==> config.mk <==
export PLATFORM = sky130hd
export DESIGN_NAME = cspf_regs
export DESIGN_NICKNAME = d
export VERILOG_FILES = /design/src/hw/cspf_pkg.sv /design/src/hw/cspf_regs.sv
export SDC_FILE = /design/constraint.sdc
export NUM_CORES = 1
export LEC_CHECK = 0
export ABC_CLOCK_PERIOD_IN_PS = 2900
export BUFFER_PORTS_ARGS = -buffer_cell sky130_fd_sc_hd__buf_2
export CAP_MARGIN = 30
export CORE_MARGIN = 8
export CORE_UTILIZATION = 52
export DETAILED_ROUTE_END_ITERATION = 16
export PLACE_DENSITY = 0.83
export RECOVER_POWER = 25
export SYNTH_ARGS = -nofsm -noshare
export SYNTH_HDL_FRONTEND = slang
export SYNTH_SLANG_ARGS = --single-unit
==> constraint.sdc <==
create_clock -name clk_i -period 2.9 [get_ports clk_i]
set_clock_uncertainty 0.05 [all_clocks]
set_input_delay 0.145 -clock clk_i [delete_from_list [all_inputs] [get_ports clk_i]]
set_output_delay 0.145 -clock clk_i [all_outputs]
set_load 0.01 [all_outputs]
==> src/hw/cspf_pkg.sv <==
// shared constants and carriers for the stack pointer, instruction address counter and condition flags block
// assumes the core sequencer runs on the same clock as the register file
package cspf_pkg;
  // register map, byte addresses on a 32-bit avalon-mm word bus
  localparam logic [3:0] CSPF_OFS_SP = 4'h0;
  localparam logic [3:0] CSPF_OFS_PC = 4'h4;
  localparam logic [3:0] CSPF_OFS_FLAGS = 4'h8;
  localparam logic [3:0] CSPF_OFS_STAT = 4'hc;
  // reset values and fixed patterns
  localparam logic [15:0] CSPF_SP_RST = 16'h00ff;
  localparam logic [7:0] CSPF_SP_LOW_RST = 8'hff;
  localparam logic [15:0] CSPF_VEC_HI_ADDR = 16'hfffe;
  localparam logic [15:0] CSPF_VEC_LO_ADDR = 16'hffff;
  localparam logic [7:0] CSPF_FLAGS_RST = 8'h68;
  localparam logic [7:0] CSPF_FLAGS_ONES = 8'h60;
  // condition flag bit positions
  localparam int CSPF_B_V = 7;
  localparam int CSPF_B_H = 4;
  localparam int CSPF_B_I = 3;
  localparam int CSPF_B_N = 2;
  localparam int CSPF_B_Z = 1;
  localparam int CSPF_B_C = 0;
  // decimal adjust figures
  localparam logic [3:0] CSPF_BCD_DIG_MAX = 4'h9;
  localparam logic [7:0] CSPF_BCD_BYTE_MAX = 8'h99;
  localparam logic [7:0] CSPF_BCD_CORR_LO = 8'h06;
  localparam logic [7:0] CSPF_BCD_CORR_HI = 8'h60;
  // stack pointer operations
  typedef enum logic [2:0] {
    CSPF_SP_NONE, CSPF_SP_PUSH, CSPF_SP_PULL, CSPF_SP_ADJ, CSPF_SP_LOWRST, CSPF_SP_LOAD
  } cspf_sp_op_e;
  // condition flag operations
  typedef enum logic [2:0] {
    CSPF_FL_NONE, CSPF_FL_ADD, CSPF_FL_SUB, CSPF_FL_LDST, CSPF_FL_DAA, CSPF_FL_WR, CSPF_FL_MCLR, CSPF_FL_IENT
  } cspf_fl_op_e;
  // one command from the core sequencer, valid for the cycle it is presented
  typedef struct packed {
    logic fetch;
    logic pc_load;
    logic [15:0] pc_target;
    cspf_sp_op_e sp_op;
    logic [15:0] sp_val;
    cspf_fl_op_e fl_op;
    logic [7:0] opa;
    logic [7:0] opb;
    logic use_carry;
    logic [15:0] ld_val;
    logic ld_wide;
    logic [7:0] wr_mask;
    logic [7:0] wr_val;
  } cspf_cmd_s;
  // state shown back to the core
  typedef struct packed {
    logic [15:0] stack_pointer;
    logic [15:0] instruction_address_counter;
    logic [7:0] condition_flags;
    logic [7:0] alu_result;
  } cspf_view_s;
endpackage

==> src/hw/cspf_regs.sv <==
// stack pointer, instruction address counter and condition flag registers of an 8-bit core
// assumes one 125 MHz clock, a sequencer issuing cspf_cmd_s commands and a byte memory for the reset vector
`timescale 1ns/1ns

// What this block does
// - 16-bit stack pointer addresses next free slot
// - stack pointer resets to 0x00ff
// - stack adjust adds signed 8-bit immediate
// - stack low reset changes low byte only
// - calls push return address, interrupts also registers
// - 16-bit counter advances on every fetched byte not paired with a change of flow
// - change of flow loads target address
// - reset loads counter from top-of-memory vector
// - 8-bit flags, bits 6 and 5 one
// - overflow bit 7 on two's complement overflow
// - half carry bit 4 from bit 3 on add
// - decimal adjust corrects using half carry, carry
// - mask bit 3 blocks maskable interrupts
// - interrupt entry sets mask after stacking
// - no interrupt at boundary after mask clear
// - negative bit 2 follows result msb
// - zero bit 1 on all-zero 8/16-bit value
// - carry bit 0 on carry or borrow
module cspf_regs (
  // clock and reset
  input wire logic clk_i,
  input wire logic resetn_i,
  // avalon-mm register slave
  input wire logic [3:0] address,
  input wire logic read,
  input wire logic write,
  input wire logic [31:0] writedata,
  output logic [31:0] readdata,
  output logic waitrequest,
  // core command and state view
  input cspf_pkg::cspf_cmd_s cmd_i,
  output cspf_pkg::cspf_view_s view_o,
  // interrupt gating
  input wire logic irq_i,
  input wire logic boundary_i,
  output logic int_take_o,
  // reset vector fetch
  output logic [15:0] vec_addr_o,
  output logic vec_rd_o,
  input wire logic [7:0] vec_data_i,
  input wire logic vec_valid_i,
  output logic run_o
);
  import cspf_pkg::*;

  typedef enum logic [1:0] {CSPF_ST_VHI, CSPF_ST_VLO, CSPF_ST_RUN} cspf_state_e;

  logic [1:0] rst_sync_q;
  logic rst_n;
  cspf_state_e state_q, state_d;
  logic [15:0] sp_q, sp_d, pc_q, pc_d;
  logic [7:0] fl_q, fl_d, res_q, res_d;
  logic [7:0] vec_hi_q;
  logic shadow_q, shadow_d;
  logic ack_q;
  logic [31:0] rdata_q;

  // decimal correction value for a prior binary add
  function automatic logic [7:0] cspf_bcd_corr(input logic [7:0] a, input logic h, input logic c);
    cspf_bcd_corr = ((h || (a[3:0] > CSPF_BCD_DIG_MAX)) ? CSPF_BCD_CORR_LO : 8'h00) |
                    ((c || (a > CSPF_BCD_BYTE_MAX)) ? CSPF_BCD_CORR_HI : 8'h00);
  endfunction

  // two-flop release keeps reset removal clean against clk_i
  always_ff @(posedge clk_i or negedge resetn_i) begin
    if (!resetn_i) rst_sync_q <= 2'h0;
    else rst_sync_q <= {rst_sync_q[0], 1'b1};
  end
  assign rst_n = rst_sync_q[1];

  // bus decode, one wait state then a one-cycle answer
  wire bus_req = read || write;
  wire bus_wr = write && ack_q;
  wire wr_sp = bus_wr && (address == CSPF_OFS_SP);
  wire wr_pc = bus_wr && (address == CSPF_OFS_PC);
  wire wr_fl = bus_wr && (address == CSPF_OFS_FLAGS);
  assign waitrequest = bus_req && !ack_q;
  wire [31:0] rd_mux = (address == CSPF_OFS_SP) ? {16'h0000, sp_q} :
                       (address == CSPF_OFS_PC) ? {16'h0000, pc_q} :
                       (address == CSPF_OFS_FLAGS) ? {24'h000000, fl_q} :
                       (address == CSPF_OFS_STAT) ? {30'h0, shadow_q, run_o} : 32'h0;

  // arithmetic datapath shared by add, subtract and decimal adjust
  wire cin = cmd_i.use_carry && fl_q[CSPF_B_C];
  wire [8:0] add_sum = {1'b0, cmd_i.opa} + {1'b0, cmd_i.opb} + {8'h00, cin};
  wire [4:0] add_nib = {1'b0, cmd_i.opa[3:0]} + {1'b0, cmd_i.opb[3:0]} + {4'h0, cin};
  wire [8:0] sub_dif = {1'b0, cmd_i.opa} - {1'b0, cmd_i.opb} - {8'h00, cin};
  wire [7:0] daa_corr = cspf_bcd_corr(cmd_i.opa, fl_q[CSPF_B_H], fl_q[CSPF_B_C]);
  wire [7:0] daa_res = cmd_i.opa + daa_corr;
  wire daa_c = fl_q[CSPF_B_C] || (cmd_i.opa > CSPF_BCD_BYTE_MAX);
  wire add_v = (cmd_i.opa[7] == cmd_i.opb[7]) && (add_sum[7] != cmd_i.opa[7]);
  wire sub_v = (cmd_i.opa[7] != cmd_i.opb[7]) && (sub_dif[7] != cmd_i.opa[7]);
  wire [7:0] sp_imm = cmd_i.sp_val[7:0];
  wire running = (state_q == CSPF_ST_RUN);
  wire do_fl = running && (cmd_i.fl_op != CSPF_FL_NONE);
  wire do_sp = running && (cmd_i.sp_op != CSPF_SP_NONE);

  // stack pointer next value, core operation before software write
  always_comb begin
    sp_d = sp_q;
    if (do_sp) begin
      case (cmd_i.sp_op)
        CSPF_SP_PUSH: sp_d = sp_q - 16'h0001;
        CSPF_SP_PULL: sp_d = sp_q + 16'h0001;
        CSPF_SP_ADJ: sp_d = sp_q + {{8{sp_imm[7]}}, sp_imm};
        CSPF_SP_LOWRST: sp_d = {sp_q[15:8], CSPF_SP_LOW_RST};
        CSPF_SP_LOAD: sp_d = cmd_i.sp_val;
        default: sp_d = sp_q;
      endcase
    end else if (wr_sp) begin
      sp_d = writedata[15:0];
    end
  end

  // counter: vector load out of reset, then fetch advance or change of flow
  always_comb begin
    pc_d = pc_q;
    state_d = state_q;
    case (state_q)
      CSPF_ST_VHI: begin
        if (vec_valid_i) state_d = CSPF_ST_VLO;
      end
      CSPF_ST_VLO: begin
        if (vec_valid_i) begin
          pc_d = {vec_hi_q, vec_data_i};
          state_d = CSPF_ST_RUN;
        end
      end
      CSPF_ST_RUN: begin
        if (cmd_i.pc_load) pc_d = cmd_i.pc_target;
        else if (cmd_i.fetch) pc_d = pc_q + 16'h0001;
        else if (wr_pc) pc_d = writedata[15:0];
      end
      default: state_d = CSPF_ST_VHI;
    endcase
  end

  // flag update; bits outside an operation's reach are left as they were
  always_comb begin
    fl_d = fl_q;
    res_d = res_q;
    case (do_fl ? cmd_i.fl_op : CSPF_FL_NONE)
      CSPF_FL_ADD: begin
        res_d = add_sum[7:0];
        fl_d[CSPF_B_V] = add_v;
        fl_d[CSPF_B_H] = add_nib[4];
        fl_d[CSPF_B_N] = add_sum[7];
        fl_d[CSPF_B_Z] = (add_sum[7:0] == 8'h00);
        fl_d[CSPF_B_C] = add_sum[8];
      end
      CSPF_FL_SUB: begin
        res_d = sub_dif[7:0];
        fl_d[CSPF_B_V] = sub_v;
        fl_d[CSPF_B_N] = sub_dif[7];
        fl_d[CSPF_B_Z] = (sub_dif[7:0] == 8'h00);
        fl_d[CSPF_B_C] = sub_dif[8];
      end
      CSPF_FL_LDST: begin
        fl_d[CSPF_B_V] = 1'b0;
        fl_d[CSPF_B_N] = cmd_i.ld_wide ? cmd_i.ld_val[15] : cmd_i.ld_val[7];
        fl_d[CSPF_B_Z] = cmd_i.ld_wide ? (cmd_i.ld_val == 16'h0000) : (cmd_i.ld_val[7:0] == 8'h00);
      end
      CSPF_FL_DAA: begin
        res_d = daa_res;
        fl_d[CSPF_B_N] = daa_res[7];
        fl_d[CSPF_B_Z] = (daa_res == 8'h00);
        fl_d[CSPF_B_C] = daa_c;
      end
      CSPF_FL_WR: fl_d = (fl_q & ~cmd_i.wr_mask) | (cmd_i.wr_val & cmd_i.wr_mask);
      CSPF_FL_MCLR: fl_d[CSPF_B_I] = 1'b0;
      CSPF_FL_IENT: fl_d[CSPF_B_I] = 1'b1;
      default: if (wr_fl) fl_d = writedata[7:0];
    endcase
    fl_d = fl_d | CSPF_FLAGS_ONES;
  end

  // a falling mask arms the shadow; the next boundary consumes it
  wire mask_falls = fl_q[CSPF_B_I] && !fl_d[CSPF_B_I];
  assign shadow_d = mask_falls ? 1'b1 : (boundary_i ? 1'b0 : shadow_q);
  assign int_take_o = running && boundary_i && irq_i && !fl_q[CSPF_B_I] && !shadow_q;

  // architectural registers
  always_ff @(posedge clk_i or negedge rst_n) begin
    if (!rst_n) begin
      sp_q <= CSPF_SP_RST;
      pc_q <= 16'h0000;
      fl_q <= CSPF_FLAGS_RST;
      res_q <= 8'h00;
      shadow_q <= 1'b0;
      state_q <= CSPF_ST_VHI;
    end else begin
      sp_q <= sp_d;
      pc_q <= pc_d;
      fl_q <= fl_d;
      res_q <= res_d;
      shadow_q <= shadow_d;
      state_q <= state_d;
    end
  end

  // high vector byte and bus answer
  always_ff @(posedge clk_i or negedge rst_n) begin
    if (!rst_n) begin
      vec_hi_q <= 8'h00;
      ack_q <= 1'b0;
      rdata_q <= 32'h0;
    end else begin
      if (state_q == CSPF_ST_VHI && vec_valid_i) vec_hi_q <= vec_data_i;
      ack_q <= bus_req && !ack_q;
      if (read && !ack_q) rdata_q <= rd_mux;
    end
  end

  assign readdata = rdata_q;
  assign vec_rd_o = !running;
  assign vec_addr_o = (state_q == CSPF_ST_VLO) ? CSPF_VEC_LO_ADDR : CSPF_VEC_HI_ADDR;
  assign run_o = running;
  assign view_o = '{stack_pointer: sp_q, instruction_address_counter: pc_q, condition_flags: fl_q, alu_result: res_q};
endmodule // cspf_regs

==> results.json <==
{
  "max-vdd-ir-drop_mv": 0.666,
  "fin_nets": 1242,
  "floorplan_die_height_um": 131,
  "drt_iter0_markers": 610,
  "maxCapViolCount": 0,
  "cts.sinks": 76,
  "critical_path_required_ns": 3.07,
  "grt_antenna_before_repair": 4,
  "wire_length_per_cell_after_detailed_routing_um": 18.0,
  "route.vias.total": 7163,
  "cp-start-kind": "flop",
  "synth_enable_flop_cells": 0,
  "hold-path-endpoint": "vec_hi_q[5]",
  "pwr-share-comb_pct": 54.0,
  "timing_max_transition_violations_final": 0,
  "min_period_over_period_pct": 113,
  "finalWeightedCongestion": 0.920,
  "syn_area_per_cell_sq_um": 8.04,
  "netSwitchingPower_uw": 3290,
  "flip_flop_and_latch_count_after_synthesis": 76,
  "critical_path.endpoint_type": "flop",
  "floorplan.initialDensity_pct": 52.7,
  "core_sq_um": 13100,
  "leakagePower_uw": 0.00398,
  "p_sw_share_pct": 44.5,
  "flow.area_growth_from_synthesis_pct": 22.2,
  "clock_tree_from_tritoncts": "done",
  "maxSlewHeadroom_pct": 28.0,
  "r2r-start": "fl_q[0]",
  "cts.root.buffer_cell": "clkbuf_16",
  "worst_r2r_endpoint": "fl_q[1]",
  "mappedNetlistArea_sq_um": 6930,
  "layoutNonFillerInstCount": 1232,
  "timing.reg2reg.setup_slack_ns": -0.37,
  "postLayoutCoreUtil_pct": 64.5,
  "final_layout_size_suffix_gt1_share_pct": 26.5,
  "sequential_cell_fraction_of_total_power_pct": 29.1,
  "min_path_type": "primary input to flop",
  "tns_setup_ns": -0.939,
  "multiInputGateArea_sq_um": 4590,
  "drt-total-wl_um": 22200,
  "pwr_density_cell_nw_per_um2": 873,
  "groute.usage.overall_pct": 24.9,
  "port_buffers": 187,
  "ctsHtreeMaxLevel": 3,
  "die-width_um": 131,
  "fillCellCount": 1165,
  "dp.cells": 1208,
  "setup_violations": 3,
  "finalHoldViolCount": 0,
  "timing.hold.worst.start": "vec_data_i[5]",
  "run_status": "finished, violations left",
  "timing.critical_path.arrival_ns": 3.44,
  "final-seq-area_sq_um": 1910,
  "via_count_of_the_first_global_routing_pass": 6884,
  "yosysUniqueCellTypes": 72,
  "remaining_drc_errors": 0,
  "placedInstanceArea_sq_um": 8050,
  "path_clk_slew_ns": 0.06,
  "grt_max_degree": 44,
  "detailedRoute.firstPassIterationCount": 5,
  "clock_power_share_pct": 16.9,
  "failed_checks": "negative setup slack",
  "via_density": 5.81,
  "layout_min_cycle_time_ns": 3.27,
  "yosysSeqAreaShare_pct": 27.6,
  "yosys_most_used_dff": "dfrtp_1",
  "cts_buffers": 9,
  "overall_power_uw": 7400,
  "worst_slew_pin_slew_ns": 1.08,
  "standard_cell_row_count": 42,
  "final_area_sq_um": 8470,
  "clock_latency_of_the_later_clocked_register_in_the_worst_skew_pair_ns": 0.33,
  "p_int_uw": 4110,
  "r2r_cells": 13,
  "setup.worst_path.class": "flop to flop",
  "route.antenna.remaining_nets": 0,
  "die_area_sq_um": 17300,
  "wire_length_of_the_first_global_routing_pass_um": 35700,
  "top_level_ports": 241,
  "rsz0062_at_grt": "yes",
  "hold-path-cell-count": 2,
  "fmax_mhz": 306,
  "async_reset_ff_share_pct": 100,
  "netlist_instances": 862,
  "clk_path_buf_depth": 2,
  "worst-path-max-fanout": 3,
  "worst_slack_ns": -0.371,
  "dp.final_hpwl_um": 17900,
  "globalRoute.totalOverflow": 0,
  "synth_warnings": 0
}
-- layer usage --
metal	track usage (%)	vias to the layer above	part of all wire, %
li1	-	3431	-
met1	32.0	3381	43
met2	40.2	298	47
met3	5.75	47	7.6
met4	9.13	6	2.4
met5	0	-	0.14
-- worst max path at each step --
stage	from	to	depth (start not counted)
detailed placement	fl_q[0]	fl_q[0]	13
global placement	fl_q[0]	fl_q[0]	13
CTS	fl_q[0]	fl_q[0]	13
finish	fl_q[0]	fl_q[1]	13
global route	fl_q[0]	fl_q[1]	13
floorplan	fl_q[0]	fl_q[0]	13
-- critical path: stages, from the launching register on --
cell and delay (ns):
dfrtp_2 0.37, nand2_2 0.07, fa_2 0.56, inv_2 0.06, ha_4 0.15, or2_4 0.22, fa_2 0.34, buf_4 0.15
xor2_1 0.13, or4_4 0.56, nor3_4 0.13, nand4_1 0.10, a22o_1 0.21, o41ai_1 0.06
-- power by group through the flow --
stage                     sequential, uW  clock (uW)  combinational (uW)
after global routing                2210        1300                4420
after detailed placement            2140           0                3900
after floorplan                     2080           0                2620
after global placement              2120           0                3800
after CTS                           2130        1250                3940
final                               2150        1250                4000
-- what timing repair did --
action	CTS	global route
endpoints found under the setup margin	4	5
pin swaps	5	5
hold buffers	2	0
endpoints found under the hold margin	3	0
gates resized for setup	1	8
setup buffers	2	3
-- final cells by class --
class	instances	area share [%]
inverter	54	2.39
tap	176	2.60
clock buffer	10	2.82
sequential	76	22.6
clock inverter	6	1.11
multi-input combinational	685	54.2
timing repair buffer	224	14.3
antenna	1	0.0295
-- registers in the layout, summed over array words and instances, names as in the netlist, 2 cells and up --
register and flops:
pc_q 16, readdata 16, sp_q 16, res_q 8, vec_hi_q 8, fl_q 6, rst_sync_q 2, state_q 2
-- cell families (layout without fill, tap and decap cells) --
kind of cell | Yosys count | count (layout) | share of synthesized area, %
compound gates | 268 | 268 | 25.4
xor+xnor | 39 | 39 | 4.93
fa+ha+maj | 51 | 51 | 9.86
buf+inv | 133 | 294 | 9.21
flops | 76 | 76 | 27.6
mux | 31 | 31 | 4.84
other cells | 2 | 35 | 0.108
simple gates | 262 | 262 | 18.1
-- placed cells by master (no fill, tap or decap), types with 11 or more instances in the layout --
master,instances
a21o_1,14
o21ai_0,79
a31oi_1,11
buf_2,183
ha_1,43
mux2i_1,20
a22oi_1,13
nand2_1,101
dfrtp_1,66
buf_4,34
a21oi_1,50
nand3_1,20
conb_1,34
xnor2_1,27
nor3_1,14
nor2_1,63
inv_1,53
xor2_1,11
-- cells in the mapped netlist, drive strengths merged (6+ instances only) --
cell	n	area [sq um]
buf	43	299
a211oi	10	75.1
clkbuf	36	136
nor2	63	236
xnor2	28	245
ha	45	563
mux2i	20	200
dfrtp	67	1680
a21o	16	123
nor4	6	52.6
a21oi	52	264
o22a	7	61.3
a22oi	14	105
nand4	7	50.1
o21ai	80	400
nor3	15	75.1
nand2	102	383
a311oi	6	52.6
a31oi	11	68.8
a22o	7	61.3
dfstp	9	236
nand2b	10	62.6
inv	54	203
xor2	11	96.3
nor2b	9	56.3
mux2	10	113
o211ai	10	75.1
nand3	20	100
fa	6	120
-- per-stage QoR --
stage	setup WS, ns	hold slack [ns]
2_1_floorplan	-0.253	-0.201
3_3_place_gp	-0.317	-0.119
3_5_place_dp	-0.341	-0.118
4_1_cts	-0.288	0.0110
5_1_grt	-0.464	0.0225
6_report	-0.371	0.0184
Note: power is estimated with default switching activity, not from simulation.
